===== src/rtl/rtcc_consts.vh =====
// Contract
// - Counter runs in standby only while the run-in-standby bit is one.
// - Divider field bits 6:3 divides timebase clock by two to its value.
// - New divider takes effect after two timebase clock cycles.
// - Control A bit 0 enables the counter; resets to zero.
// - Status bit 3 is one while a compare write is synchronizing.
// - Status bit 2 is one while a wrap limit write is synchronizing.
// - Status bit 1 is one while a counter write is synchronizing.
// - Status bit 0 is one while control A synchronizes; status read-only.
// - Interrupt enable bit 1 enables compare match interrupt; resets zero.
// - Interrupt enable bit 0 enables wrap interrupt; resets zero.
// - Flag bit 1 sets when counter value equals compare value.
// - Flag bit 0 sets when counter reaches wrap limit and returns to zero.
// - Writing one to a flag clears it; writing zero leaves it.
// - One shared eight-bit byte latch, software readable and writable.
// - Interrupt asserted while enable and flag both set, until cleared.
`ifndef RTCC_CONSTS_VH
`define RTCC_CONSTS_VH

// ==========================================================================
// Register indices; byte address is four times the index.
`define RTCC_IDX_RTC_CONTROL_A      5'h00
`define RTCC_IDX_STATUS     5'h01
`define RTCC_IDX_INTEN      5'h02
`define RTCC_IDX_FLAGS      5'h03
`define RTCC_IDX_LATCH      5'h04
`define RTCC_IDX_CNT_LO     5'h08
`define RTCC_IDX_CNT_HI     5'h09
`define RTCC_IDX_PER_LO     5'h0a
`define RTCC_IDX_PER_HI     5'h0b
`define RTCC_IDX_CMP_LO     5'h0c
`define RTCC_IDX_CMP_HI     5'h0d

// ==========================================================================
// Field positions.
`define RTCC_BIT_RUNSTBY    7
`define RTCC_DIV_HI         6
`define RTCC_DIV_LO         3
`define RTCC_BIT_ENABLE     0
`define RTCC_BIT_CMP        1
`define RTCC_BIT_WRAP       0
`define RTCC_CH_CMP         3
`define RTCC_CH_PER         2
`define RTCC_CH_CNT         1
`define RTCC_CH_RTC_CONTROL_A       0

// ==========================================================================
// Reset values and timing.
`define RTCC_RST_BYTE       8'h00
`define RTCC_RST_CNT        16'h0000
`define RTCC_RST_PER        16'hffff
`define RTCC_RST_CMP        16'h0000
`define RTCC_SYNC_TICKS     2'h2

`endif


===== src/rtl/rtcc_regs.v =====
`timescale 1ns/1ps
`include "rtcc_consts.vh"

module rtcc_regs (
    // Clock and reset
    input  wire        ref_clk,
    input  wire        rst,
    // AHB-Lite slave
    input  wire        hsel,
    input  wire [31:0] haddr,
    input  wire [1:0]  htrans,
    input  wire        hwrite,
    input  wire [2:0]  hsize,
    input  wire [31:0] hwdata,
    input  wire        hready,
    output reg  [31:0] hrdata,
    output wire        hreadyout,
    output wire        hresp,
    // Timebase clock and sleep state
    input  wire        timebaseClk,
    input  wire        standbySleep,
    // Outputs
    output wire        irq,
    output wire        counterRunning,
    output reg  [15:0] counterValue
);

    // ======================================================================
    // Functions.
    function [14:0] divMask;
        input [3:0] div;
        integer k;
        begin
            divMask = 15'h0000;
            for (k = 0; k < 15; k = k + 1) begin
                if (k < div) begin
                    divMask[k] = 1'b1;
                end
            end
        end
    endfunction

    // Register select: a live bus phase aimed at one index.
    function regHit;
        input       en;
        input [4:0] idx;
        input [4:0] want;
        begin
            regHit = en & (idx == want);
        end
    endfunction

    // ======================================================================
    // Bus address phase capture.
    reg        dValid;
    reg        dWrite;
    reg  [4:0] dIdx;
    reg        rdDone;
    wire       addrTake = hsel & htrans[1] & hready;
    wire       dRead    = dValid & ~dWrite;

    // A read holds one wait state so that it sees any write just before it.
    assign hreadyout = ~(dRead & ~rdDone);
    assign hresp     = 1'b0;

    always @(posedge ref_clk) begin
        if (rst) begin
            dValid <= 1'b0;
            dWrite <= 1'b0;
            dIdx   <= 5'h00;
        end else if (hreadyout) begin
            dValid <= addrTake;
            dWrite <= hwrite;
            dIdx   <= haddr[6:2];
        end
    end

    // The wait state lasts exactly one cycle.
    always @(posedge ref_clk) begin
        if (rst) begin
            rdDone <= 1'b0;
        end else begin
            rdDone <= ~hreadyout;
        end
    end

    // A write lands at the end of its data phase; a read loads hrdata at
    // the end of its wait state.
    wire       wrEn   = dValid & dWrite;
    wire       rdEn   = dRead & ~rdDone;
    wire [7:0] wrByte = hwdata[7:0];

    // ======================================================================
    // Timebase input synchroniser and tick.
    // Two flops settle the slow clock before any logic reads it; the third
    // only remembers the last level for edge detection.
    reg tbMeta;
    reg tbSync;
    reg tbLast;
    always @(posedge ref_clk) begin
        if (rst) begin
            tbMeta <= 1'b0;
            tbSync <= 1'b0;
            tbLast <= 1'b0;
        end else begin
            tbMeta <= timebaseClk;
            tbSync <= tbMeta;
            tbLast <= tbSync;
        end
    end
    wire tbTick = tbSync & ~tbLast;

    // ======================================================================
    // Software-side registers.
    reg  [7:0]  rtc_control_a;
    reg  [7:0]  intEn;
    reg  [7:0]  byteLatch;
    wire [1:0]  flags;
    reg  [15:0] swCnt;
    reg  [15:0] swPer;
    reg  [15:0] swCmp;
    wire [3:0]  syncBusy;
    wire [3:0]  syncWr;
    wire [3:0]  syncApply;

    // Only the high byte write starts a transfer; the low byte waits.
    assign syncWr[`RTCC_CH_RTC_CONTROL_A] = regHit(wrEn, dIdx, `RTCC_IDX_RTC_CONTROL_A);
    assign syncWr[`RTCC_CH_CNT]   = regHit(wrEn, dIdx, `RTCC_IDX_CNT_HI);
    assign syncWr[`RTCC_CH_PER]   = regHit(wrEn, dIdx, `RTCC_IDX_PER_HI);
    assign syncWr[`RTCC_CH_CMP]   = regHit(wrEn, dIdx, `RTCC_IDX_CMP_HI);

    // ======================================================================
    // Synchronisation busy channels.
    genvar g;
    generate
        for (g = 0; g < 4; g = g + 1) begin : gSync
            // Restarting the count on a rewrite keeps a newer value from
            // landing only one tick after its write.
            reg       busyQ;
            reg [1:0] tickCnt;
            assign syncBusy[g]  = busyQ;
            assign syncApply[g] = busyQ & tbTick &
                                  (tickCnt == `RTCC_SYNC_TICKS - 2'h1);
            always @(posedge ref_clk) begin
                if (rst) begin
                    busyQ   <= 1'b0;
                    tickCnt <= 2'h0;
                end else if (syncWr[g]) begin
                    busyQ   <= 1'b1;
                    tickCnt <= 2'h0;
                end else if (syncApply[g]) begin
                    busyQ <= 1'b0;
                end else if (busyQ & tbTick) begin
                    tickCnt <= tickCnt + 2'h1;
                end
            end
        end
    endgenerate

    // ======================================================================
    // Timebase-side effective copies and counter.
    reg  [7:0]  effCtrl;
    reg  [15:0] effPer;
    reg  [15:0] effCmp;
    reg  [14:0] preCnt;
    wire [3:0]  effDiv  = effCtrl[`RTCC_DIV_HI:`RTCC_DIV_LO];
    wire [14:0] preMask = divMask(effDiv);
    wire        preTick = tbTick & ((preCnt & preMask) == preMask);
    wire        stbyOk  = ~standbySleep | effCtrl[`RTCC_BIT_RUNSTBY];
    wire        cntStep;
    wire        atWrap  = (counterValue == effPer);
    wire        evWrap;
    wire        evCmp;

    assign counterRunning = effCtrl[`RTCC_BIT_ENABLE] & stbyOk;
    assign cntStep = counterRunning & preTick;
    assign evWrap  = cntStep & atWrap;
    assign evCmp   = counterRunning & preTick & (counterValue == effCmp);

    // Copies land only on an apply edge, two ticks after the write.
    always @(posedge ref_clk) begin
        if (rst) begin
            effCtrl <= `RTCC_RST_BYTE;
            effPer  <= `RTCC_RST_PER;
            effCmp  <= `RTCC_RST_CMP;
        end else begin
            if (syncApply[`RTCC_CH_RTC_CONTROL_A]) begin
                effCtrl <= rtc_control_a;
            end
            if (syncApply[`RTCC_CH_PER]) begin
                effPer <= swPer;
            end
            if (syncApply[`RTCC_CH_CMP]) begin
                effCmp <= swCmp;
            end
        end
    end

    // The prescaler restarts whenever the counter stops, so a divider
    // set while the counter is stopped counts from a clean phase.
    always @(posedge ref_clk) begin
        if (rst) begin
            preCnt <= 15'h0000;
        end else if (~counterRunning) begin
            preCnt <= 15'h0000;
        end else if (tbTick) begin
            preCnt <= preCnt + 15'h0001;
        end
    end

    // A match is judged on the value before the step, so a match and a
    // wrap of the same count can both fire on one tick.
    always @(posedge ref_clk) begin
        if (rst) begin
            counterValue <= `RTCC_RST_CNT;
        end else if (syncApply[`RTCC_CH_CNT]) begin
            counterValue <= swCnt;
        end else if (cntStep) begin
            counterValue <= atWrap ? 16'h0000 : counterValue + 16'h0001;
        end
    end

    // ======================================================================
    // Register write decode.
    // Writes to read-only or unmapped indexes change nothing.
    wire       wrCtrl  = regHit(wrEn, dIdx, `RTCC_IDX_RTC_CONTROL_A);
    wire       wrInt   = regHit(wrEn, dIdx, `RTCC_IDX_INTEN);
    wire       wrFlags = regHit(wrEn, dIdx, `RTCC_IDX_FLAGS);
    wire       wrLo    = regHit(wrEn, dIdx, `RTCC_IDX_LATCH) |
                         regHit(wrEn, dIdx, `RTCC_IDX_CNT_LO) |
                         regHit(wrEn, dIdx, `RTCC_IDX_PER_LO) |
                         regHit(wrEn, dIdx, `RTCC_IDX_CMP_LO);
    wire [1:0] flagSet = {evCmp, evWrap};
    wire [1:0] flagClr = wrFlags ? wrByte[1:0] : 2'h0;

    // ======================================================================
    // Control and interrupt enable.
    always @(posedge ref_clk) begin
        if (rst) begin
            rtc_control_a <= `RTCC_RST_BYTE;
            intEn <= `RTCC_RST_BYTE;
        end else begin
            if (wrCtrl) begin
                // Bits 2:1 have no function and always read zero.
                rtc_control_a <= {wrByte[7:3], 2'h0, wrByte[0]};
            end
            if (wrInt) begin
                intEn <= {6'h00, wrByte[1:0]};
            end
        end
    end

    // ======================================================================
    // Interrupt flags.
    // Set wins over a clear in the same cycle, so no event is lost.
    generate
        for (g = 0; g < 2; g = g + 1) begin : gFlag
            reg flagQ;
            assign flags[g] = flagQ;
            always @(posedge ref_clk) begin
                if (rst) begin
                    flagQ <= 1'b0;
                end else if (flagSet[g]) begin
                    flagQ <= 1'b1;
                end else if (flagClr[g]) begin
                    flagQ <= 1'b0;
                end
            end
        end
    endgenerate

    // ======================================================================
    // Shared byte latch.
    reg [7:0] next_byteLatch;
    always @* begin
        next_byteLatch = byteLatch;
        if (wrLo) begin
            next_byteLatch = wrByte;
        end else if (rdEn) begin
            case (dIdx)
                `RTCC_IDX_CNT_LO: begin
                    next_byteLatch = counterValue[15:8];
                end
                `RTCC_IDX_PER_LO: begin
                    next_byteLatch = swPer[15:8];
                end
                `RTCC_IDX_CMP_LO: begin
                    next_byteLatch = swCmp[15:8];
                end
                default: begin
                    next_byteLatch = byteLatch;
                end
            endcase
        end
    end

    // Software copies of the 16-bit values. The high byte write commits
    // both bytes at once, so the timebase side never sees half a value.
    always @(posedge ref_clk) begin
        if (rst) begin
            byteLatch <= `RTCC_RST_BYTE;
            swCnt     <= `RTCC_RST_CNT;
            swPer     <= `RTCC_RST_PER;
            swCmp     <= `RTCC_RST_CMP;
        end else begin
            byteLatch <= next_byteLatch;
            if (syncWr[`RTCC_CH_CNT]) begin
                swCnt <= {wrByte, byteLatch};
            end
            if (syncWr[`RTCC_CH_PER]) begin
                swPer <= {wrByte, byteLatch};
            end
            if (syncWr[`RTCC_CH_CMP]) begin
                swCmp <= {wrByte, byteLatch};
            end
        end
    end

    // ======================================================================
    // Read data. Unmapped indexes read as zero.
    reg [31:0] next_rdData;
    always @* begin
        next_rdData = 32'h00000000;
        case (dIdx)
            `RTCC_IDX_RTC_CONTROL_A: begin
                next_rdData[7:0] = rtc_control_a;
            end
            `RTCC_IDX_STATUS: begin
                next_rdData[3:0] = syncBusy;
            end
            `RTCC_IDX_INTEN: begin
                next_rdData[7:0] = intEn;
            end
            `RTCC_IDX_FLAGS: begin
                next_rdData[1:0] = flags;
            end
            `RTCC_IDX_LATCH: begin
                next_rdData[7:0] = byteLatch;
            end
            `RTCC_IDX_CNT_LO: begin
                next_rdData[7:0] = counterValue[7:0];
            end
            `RTCC_IDX_PER_LO: begin
                next_rdData[7:0] = swPer[7:0];
            end
            `RTCC_IDX_CMP_LO: begin
                next_rdData[7:0] = swCmp[7:0];
            end
            `RTCC_IDX_CNT_HI,
            `RTCC_IDX_PER_HI,
            `RTCC_IDX_CMP_HI: begin
                next_rdData[7:0] = byteLatch;
            end
            default: begin
                next_rdData = 32'h00000000;
            end
        endcase
    end

    // Data stand from the load until the next read replaces them.
    always @(posedge ref_clk) begin
        if (rst) begin
            hrdata <= 32'h00000000;
        end else if (rdEn) begin
            hrdata <= next_rdData;
        end
    end

    // ======================================================================
    // Interrupt output.
    wire [1:0] irqSrc = flags & intEn[1:0];
    assign irq = |irqSrc;

endmodule // rtcc_regs


===== config.mk =====
export PLATFORM = sky130hd
export DESIGN_NAME = rtcc_regs
export DESIGN_NICKNAME = d
export VERILOG_FILES = /design/src/rtl/rtcc_regs.v
export VERILOG_INCLUDE_DIRS = /design/src /design/src/rtl
export SDC_FILE = /design/constraint.sdc
export NUM_CORES = 1
export LEC_CHECK = 0
export ABC_AREA = 1
export BUFFER_PORTS_ARGS = -buffer_cell sky130_fd_sc_hd__buf_4
export CORE_ASPECT_RATIO = 0.75
export CORE_MARGIN = 2
export CORE_UTILIZATION = 29
export CTS_BUF_LIST = sky130_fd_sc_hd__clkbuf_4 sky130_fd_sc_hd__clkbuf_8 sky130_fd_sc_hd__clkbuf_16
export CTS_CLUSTER_DIAMETER = 30
export DETAILED_ROUTE_END_ITERATION = 12
export PLACE_DENSITY_LB_ADDON = 0.05
export SLEW_MARGIN = 20
export SYNTH_ARGS = -nofsm -noshare
export SYNTH_HDL_FRONTEND = slang
export SYNTH_SLANG_ARGS = --single-unit
export TNS_END_PERCENT = 1

===== constraint.sdc =====
create_clock -name ref_clk -period 2.1 [get_ports ref_clk]
set_clock_uncertainty 0.1 [all_clocks]
set_input_delay 0.21 -clock ref_clk [delete_from_list [all_inputs] [get_ports ref_clk]]
set_output_delay 0.21 -clock ref_clk [all_outputs]
set_load 0.02 [all_outputs]

## Yosys cells after proc, flatten, opt, wreduce, memory -nomap -nowiden

Cells that the tools add are included.

| word-level totals | value |
|---|---|
| register bits after elaboration | 166 |
| bits of input ports | 76 |
| output and inout bits | 52 |
| logic and storage cells | 171 |

| cells by class | value |
|---|---|
| $add $sub $neg | 6 |
| $lt $le $gt $ge | 15 |
| equality and inequality tests | 17 |
| muxes and demuxes | 37 |
| bitwise gates (word level) | 45 |
| reductions and logical operators | 22 |

Operator list:

| cell | count |
|---|---|
| $mux 16 | 3 |
| $eq 16x16->1 | 2 |
| $eq 5x4->1 const B | 6 |
| $and 1x1->1 | 29 |
| $lt 4x4->1 const A | 7 |
| $mux 1 | 27 |
| $pmux 8 s3 | 1 |
| $pmux 4 s5 | 1 |
| $add 16x1->16 const B | 1 |
| $lt 3x4->1 const A | 4 |
| $mux 8 | 2 |
| $pmux 2 s8 | 1 |
| $reduce_bool 2->1 | 8 |
| $add 15x1->15 const B | 1 |
| $and 15x15->15 | 1 |
| $eq 15x15->1 | 1 |
| $pmux 2 s6 | 1 |
| $reduce_or 2->1 | 6 |
| $eq 5x2->1 const B | 2 |
| $not 1->1 | 10 |
| $reduce_and 2->1 | 5 |
| $add 2x1->2 const B | 4 |
| $eq 2x1->1 const B | 4 |
| $lt 1x4->1 const A | 2 |
| other kinds (9) | 13 |

## Logic depth before layout (Yosys ltp)

Gate-level depths: netlist (run 1).

| logic depth | value |
|---|---|
| depth after elaboration | 8 |
| gate-level depth with buffers | 14 |
| gate-level depth less buffers | 14 |

## Worst setup path before layout (run 1)

Ideal clock, no wire load.

| path | value |
|---|---|
| kind | register -> register |
| start | register counterValue[0] |
| end | register counterValue[12] |
| setup time | 0.113 ns |
| arrival | 1.616 ns |
| required time | 1.887 ns |
| setup slack | 0.271 ns |
| cell stages (with the launch flop) | 11 |
| buffers on the path | 0 |
| period minus slack after synthesis | 1.829 ns |
| cell sequence | dfxtp_1 ha_1 nand2_1 nor2_1 nand3_1 o21ai_0 inv_1 nand3_1 nand2_1 nor2_1 nor2_1 |

| on the way | value |
|---|---|
| word-level cells in the longest chain between the ends | 4 |
| elaborated cells between the ends (all ways) | 5 |
| classes of those cells | add/sub: 1; eq/ne: 1; mux: 3 |

Ends and longest elaborated chain:

| what | line | text |
|---|---|---|
| start, declared | rtcc_regs.v:25 | `output reg [15:0] counterValue` |
| start signal, assigned | rtcc_regs.v:215 | `` counterValue <= `RTCC_RST_CNT; `` |
| start signal, assigned | rtcc_regs.v:217 | `counterValue <= swCnt;` |
| start signal, assigned | rtcc_regs.v:219 | `counterValue <= atWrap ? 16'h0000 : counterValue + 16'h0001;` |
| $add 16x1->16 or $eq 16x16->1 (tied branches) | rtcc_regs.v:219, rtcc_regs.v:171 |  |
| $mux 16 (*) | rtcc_regs.v:219 |  |
| $mux 16 (*) | rtcc_regs.v:218 | `end else if (cntStep) begin` |
| $mux 16 (*) | rtcc_regs.v:216 | `` end else if (syncApply[`RTCC_CH_CNT]) begin `` |

Mark *: on every way between the ends. The rest lies on a longest branch, timed or not. The select of a mux whose other input is x is not followed.
A chain may end at the register's enable or synchronous reset.

## Worst setup path in the final report (run 1)

| path | value |
|---|---|
| start | register counterValue[2] |
| end | register counterValue[13] |

The elaborated chain is that of the path after synthesis.

==> results of run 1 <==
==> registers in the layout (all words and copies together) (netlist names) <==
signal / count
counterValue: 16
gFlag.flagQ: 2
intEn: 2
swCmp: 16
effCmp: 16
effPer: 16
preCnt: 15
tbLast: 1
swCnt: 16
effCtrl: 6
hrdata: 8
swPer: 16
rtc_control_a: 6
byteLatch: 8
gSync.busyQ: 4
dWrite: 1
dValid: 1
tbSync: 1
rdDone: 1
gSync.tickCnt: 8
dIdx: 5
tbMeta: 1
==> cell type report <==
type,count,share of cell area
multi-input cells,920,0.417
well taps,385,0.0476
clock inverters,9,0.0148
clock buffers,23,0.0471
repair buffers,120,0.102
inverters,116,0.0434
flip-flops and latches,166,0.328
==> metal layers <==
layer	up-vias	share of wire	GRT usage
li1	4125	-	-
met1	3769	0.51	0.274
met2	118	0.45	0.307
met3	17	0.038	0.0410
met4	0	0.0085	0.0388
met5	-	0	0
==> worst max path at each step <==
stage                               start          endpoint  slack, ns  depth (start not counted)
final                     counterValue[2]  counterValue[13]       0.15                         10
after global routing      counterValue[2]  counterValue[12]      0.006                         12
after CTS                 counterValue[2]  counterValue[13]       0.13                         10
after detailed placement  counterValue[2]  counterValue[13]       0.15                         10
after global placement            dIdx[1]      byteLatch[7]       0.12                         12
after floorplan           counterValue[0]  counterValue[12]       0.27                         10
==> worst register-to-register path: stages (launching register included) <==
cell and delay [ns]:
dfxtp_1 0.52, nand3_1 0.29, nor2_2 0.25, buf_4 0.17, nand4_1 0.07, nand2_1 0.09, clkinv_1 0.07, nand3_1 0.08
nand2_1 0.05, nor2_1 0.10, nor2_1 0.06
==> stage by stage <==
stage / setup slack (ns) / std cells
2_1_floorplan: 0.271 / 1273
6_report: 0.154 / 1739
5_1_grt: 0.00629 / 1739
4_1_cts: 0.130 / 1739
3_3_place_gp: 0.116 / 1691
3_5_place_dp: 0.152 / 1691
==> repair_timing <==
item                       CTS  global route
resized for setup            0             5
hold endpoints to repair    17             0
setup endpoints to repair    0            11
hold buffers                16             0
==> cell usage after synthesis (all sizes together) (2+ instances only) <==
| master | count |
|---|---|
| a31oi | 7 |
| nand3b | 4 |
| nand4 | 13 |
| nand3 | 104 |
| dfxtp | 166 |
| clkinv | 3 |
| xnor2 | 4 |
| and3 | 8 |
| nor2 | 188 |
| nor3 | 14 |
| ha | 6 |
| a21oi | 78 |
| clkbuf | 32 |
| inv | 113 |
| xor2 | 19 |
| o21ai | 99 |
| or2 | 2 |
| buf | 39 |
| nand2 | 345 |
==> cell families (layout without fill, tap and decap cells) <==
family | count (synthesis) | count (layout) | synth area share
xor gates and xnor gates | 23 | 23 | 0.0244
other | 1 | 25 | 0.000453
DFF | 166 | 166 | 0.402
adders and majority gates | 6 | 6 | 0.00908
buffers and inverters | 187 | 268 | 0.0998
AOI/OAI and AO/OA | 187 | 187 | 0.115
and+or+nand+nor | 679 | 679 | 0.349
==> where the power goes <==
part	total, uW	internal, uW	switching [uW]
clock network	3430	2080	1350
logic	333	99.5	234
registers	3180	3160	12.9
total	6940	5340	1600
==> summary by stage, run 1 <==
Route
The via density per instance is 4.62. The initial detailed-routing violation count is around 420. The count of vias placed by the detailed router is around 8000. In the final routed layout, each cell accounts on average for 16.3 um.

Before antenna repair, the detailed router went through 5 iterations. The DRC violations left is 0. The post-route antenna net violation count is 0. The total routed wirelength is 28300 um.

Logic synthesis
Synthesis inferred 166 register bits. In the synthesized netlist the async set-or-reset flop fraction comes to 0. dfxtp_1 takes more of the synthesized area than any other cell. A synthesized cell averages 6.62 um2. Yosys mapped the design onto 35 distinct sky130hd cell types. By area the synthesized netlist is led by dfxtp_1, nand2_1, nor2_1, o21ai_0, nand3_1.

The number of enable flip-flop cells after synthesis is 0. The leading register cell type out of synthesis is dfxtp_1. For this run, the number of Yosys warnings is 0. After synthesis the cells add up to ~8300 um2. Of the post-synthesis cell area, the dominant cell type holds 0.402.

For this run, the register share of the synthesized area comes to 0.402. In the synthesized netlist, the number of instances is 1249.

GRT
The aggregate global routing overflow is 0. The total routing resource utilization after global routing is 0.195. The pin count of the biggest net entering global routing is 43. The first-pass GRT wire length is about 43000 um. The number of global-route vias before repair is 7422.

The number of antenna violations at the first check in global routing is 0.

Setup path
The signal on the critical path passes through nand3_1, nor2_2, buf_4, nand4_1, nand2_1, clkinv_1, nand3_1, nand2_1, nor2_1, nor2_1. The maximum net fanout on the critical path is 7. The slowest stage of the critical path is the dfxtp_1 cell. In this run the critical register-to-register path is launched from counterValue[2]. At the worst endpoint, the arrival time is 2.19 ns. The required time at the worst-slack endpoint is 2.34 ns.

The number of buffers and inverters on the critical path is 2. The capture instance of the worst register-to-register path is counterValue[13]. STA classifies the critical path endpoint as a register. The worst setup path is launched from a register. The path type of the worst setup path is register to register.

Setup slack on the worst reg-to-reg path comes out at 0.15 ns. Grouping stages by cell kind, the critical path spends the most delay in simple AND/OR/NAND/NOR gates. On the worst path, the slowest cell contributes a delay of 0.52 ns. The count of cells along the worst register-to-register path is 10.

Job
Max-cap violations in this run came to 0.

Min path
The worst hold path passes through 3 cells. In this run the most critical hold path is launched from hwdata[5]. The worst hold path class is primary input to register.

The path with the worst hold slack has its endpoint at swPer[13].

Timing
Measured against its own limit, the worst slew margin works out to 0.664. Setup repair after global routing left no endpoint under its margin. Summed over all failing endpoints, the final setup total negative slack is 0 ns.

The number of hold violations in the final report is 0. For this run, the top clock speed supported by timing is 0.514 GHz. Hold timing on the final database bottoms out at a slack of 0.0349 ns. The count of pins over their slew limit is 0.

The part of the cycle the worst path needs is 0.927. The clock period could shrink to a little under 2 ns. At the pin with the least slew margin, the transition time is around 0.50 ns. The setup-violating endpoint count in the final report is 0.

Power and ir drop
Dividing total power by cell area gives a power density of 686 nW/um2. IR analysis of the VDD net gives a maximum drop of 0.561 mV. The leakage dissipation is 0.00473 uW. The overall power of the completed layout is 6940 uW.

Clocking
The clock sink count is between 150 and 200. The clock edge transition at the registers on the reported setup and hold paths is 0.06 ns. CTS placed an instance of clkbuf_16 at the clock tree root.

The number of H-tree levels is 4. Once the clock tree was built, the setup fixing pass inserted 0 buffers. For the worst-skew pair, the clock arrives at the later sink with an insertion delay of 0.45 ns.

Counting along the longest clock path gives a buffer depth of 2. The clock tree from TritonCTS is built. The number of buffers inserted during clock tree synthesis is 17.

Final layout
The total of fill cells in the finished design is between 3000 and 4000. The multi-input combinational cells in the finished layout cover a total of about 4200 um2. The library cells used most frequently in the layout, excluding fill and tap cells, are nand2_1, nor2_1, dfxtp_1, buf_4, o21ai_0. For this run, the share of the core covered by cells in the final layout is 0.361. The fraction of final layout cells with drive strength greater than 1 is 0.144. The leading cell type in the layout, fill and taps excluded is nand2_1. The synthesis-to-layout area growth is 22.4%. 0 antenna diodes ended up in the layout. The number of nets at the end of the flow is about 1400. The register area is 3320 um2.

The cell area after layout is 10100 um2.

Die
The chip height is 150 um. The initial standard-cell utilization of the core is 0.295. The boundary pin count is 128. The core area is 28100 um2.

The full die area is 29900 um2. The site row count is 53. The overall die width is 199 um.

Placement
In this run the cell area measured after placement is about 9300 um2. At the end of routability-driven placement, the weighted congestion stood at 0.811. Input and output buffers added on the ports amount to 47.

The HPWL after detailed placement is about 21000 um.

Status
The flow ran to the end, and the final reports show no timing, DRC or antenna violations.
(Power assumes the default switching activity.)
==> run 2, diff against run 1 <==
CTS_BUF_LIST = sky130_fd_sc_hd__clkbuf_2 sky130_fd_sc_hd__clkbuf_4 sky130_fd_sc_hd__clkbuf_8   (was sky130_fd_sc_hd__clkbuf_4 sky130_fd_sc_hd__clkbuf_8 sky130_fd_sc_hd__clkbuf_16)
==> run 2 against run 1 <==
  * Largest cell class unchanged
  * Wire length unchanged
  * Critical path type unchanged
  * Register-to-register slack about the same
  * Core utilization down 0.61 points
  * Non-clock buffer count up 2
==> summary by stage, run 2 (synthesized netlist as in run 1, its figures left out) <==
Status
The flow ran to the end, and the final reports show no timing, DRC or antenna violations.

Setup path
In this run the register-to-register setup slack is 0.15 ns. The worst setup path is of the register to register kind. The endpoint identified for the worst register-to-register timing path is counterValue[13]. Data on the critical path is required at its endpoint by 2.39 ns. Of all nets on the critical path, the largest fanout is 7. The critical register-to-register path startpoint is counterValue[2]. STA classifies the critical path startpoint as a register.

The worst setup path is captured at a register. The data arrival time at the worst-slack endpoint is 2.24 ns. Counting cells, the worst reg-to-reg path comes to 10.

Min path
The path class of the tightest hold or removal check is primary input to register. The worst hold path was traced through 3 stages. The worst hold path begins at hwdata[6].

The end point of the worst hold path is swCmp[14].

Die
The die is 150 um tall. The full die area is 29900 um2. The site row count is 53. The boundary pin count is 128. The floorplan step set the die width to 199 um. For this configuration, the core starts out at a cell density of 0.295. The core region is approximately 28000 um2.

Route
The via density per instance is 4.63. In this run, the number of DRC markers left after iteration 0 of detailed routing was 421. After detailed routing, the total wire length is 28300 um. The detailed router placed 8060 vias in this run. In the final routed layout, each cell accounts on average for 16.3 um. The count of TritonRoute iterations in the first routing pass is 5.

After detailed routing, the number of remaining DRC violations is 0. Once detail routing completed, the nets flagged for antenna violations numbered 0.

Placement
The post-place setup slack is 0.152 ns. The placer's final routability congestion estimate is 0.811. The HPWL after detailed placement is 20800 um.

In this run, placement finished with an instance count of 1691. The number of buffers inserted by port buffering is 47.

Job
The max-cap check violation count is 0.

Final layout
The number of antenna diodes in the final layout is 0. The fraction of final layout cells with drive strength greater than 1 is 0.144. The finished layout holds 1741 standard cells, fillers aside. The synthesis-to-layout area growth is 20.3%.

The number of nets at the end of the flow is 1425. In the layout the commonest cells are nand2_1, nor2_1, dfxtp_1, buf_4, o21ai_0. The leading cell type in the layout, fill and taps excluded is nand2_1.

Clocking
The cell at the root of the clock tree is clkbuf_8. Once the clock tree was built, the setup fixing pass inserted 0 buffers. For the worst-skew pair, the clock arrives at the later sink with an insertion delay of 0.50 ns.

Clock-pin slew was measured on the worst setup and hold paths at 0.09 ns. The H-tree generated during clock tree synthesis spans 4 levels. Counting every sink on the clock net gives 166. TritonCTS created 17 clock buffers. The maximum buffer depth of the clock tree is 2. TritonCTS built the clock tree.

Power and ir drop
The clock network power share is 0.429. Of the total power, the share spent switching nets is 0.243. The power per standard cell area is 617 nW/um2. The share of total power dissipated in combinational logic is 0.055.

Summed over all nets, the switching power comes to 1500 uW. The leakage dissipation is 0.00465 uW. Of the total power, registers draw 0.516.

Cell internal power was estimated by the tool at 4650 uW. The worst-case IR drop observed on VDD is 0.381 mV. Power comes to 6140 uW.

Timing
The time the final worst path needs with I/O delays and setup is about 2 ns. The slew at the pin with the worst max-slew slack is 0.503 ns. The tightest hold path in the finished design has a slack of 0.0827 ns. The count of pins over their slew limit is 0. Of the available clock period, the critical path in the final layout requires 0.927. The worst path meets setup with roughly 0.15 ns of slack. Static timing analysis puts the maximum clock frequency at around 0.5 GHz. The number of hold violations in the final report came to 0. Setup violations remaining at the end of the flow were counted as 0. The worst slew slack as a fraction of its limit is 0.664. Setup repair after global routing left no endpoint under its margin. After routing, the total negative slack on setup checks comes to 0 ns.

GRT
The total routing resource utilization after global routing is 0.195. The number of antenna violations at the first check in global routing was 0. The number of global-route vias before repair is 7448. The pin count of the biggest net entering global routing is 43. Global routing finished with a remaining overflow of 0. The first global-routing pass estimated 43400 um of wire.
run 2: changes by cell type in the layout (fill, tap and decap cells not counted), sizes merged:
| cell | delta |
|---|---|
| dlygate4sd3 | +2 |
run 2: cell type report:
| class | instances | area [um2] |
|---|---|---|
| inverters | 116 | 439 |
| well taps | 385 | 482 |
| clock inverters | 9 | 150 |
| clock buffers | 23 | 285 |
| multi-input cells | 920 | 4220 |
| repair buffers | 122 | 1050 |
| flip-flops and latches | 166 | 3320 |
| fillers | 3115 | 18100 |
run 2: repair_timing:
action | in CTS | in global routing
hold buffers | 18 | 0
setup endpoints to repair | 0 | 12
gates resized for setup | 0 | 5
hold endpoints to repair | 46 | 0
run 2: worst max path at each step:
stage	start	to	depth (start not counted)
2_1_floorplan	counterValue[0]	counterValue[12]	10
3_3_place_gp	dIdx[1]	byteLatch[7]	12
3_5_place_dp	counterValue[2]	counterValue[13]	10
4_1_cts	counterValue[2]	counterValue[13]	10
5_1_grt	counterValue[2]	counterValue[12]	12
6_report	counterValue[2]	counterValue[13]	10
run 2: power by group through the flow:
stage	clock [uW]	sequential (uW)	combinational (uW)
after CTS	2710	3170	335
after global placement	0	3250	312
final	2630	3170	336
after detailed placement	0	3250	309
after floorplan	0	3240	210
after global routing	2830	3180	368
run 2: worst max-delay path, cell delays in order, from the launching register on:
cell	delay [ns]
dfxtp_1	0.53
nand3_1	0.29
nor2_2	0.25
buf_4	0.16
nand4_1	0.07
nand2_1	0.09
clkinv_1	0.07
nand3_1	0.08
nand2_1	0.05
nor2_1	0.10
nor2_1	0.05
run 2: metrics by stage:
stage | cell area, um2 | util
4_1_cts | 9940 | 0.354
5_1_grt | 9950 | 0.355
3_3_place_gp | 9320 | 0.332
6_report | 9950 | 0.355
2_1_floorplan | 8360 | -
3_5_place_dp | 9320 | 0.332
run 2: layer usage:
| layer | part of all wire | track usage | routed length, um | vias to the layer above |
|---|---|---|---|---|
| met5 | 0 | 0 | 0 | - |
| met4 | 0.0080 | 0.0422 | 226 | 0 |
| met3 | 0.045 | 0.0410 | 1260 | 16 |
| met2 | 0.44 | 0.306 | 12600 | 143 |
| met1 | 0.50 | 0.275 | 14300 | 3770 |
| li1 | - | - | - | 4131 |
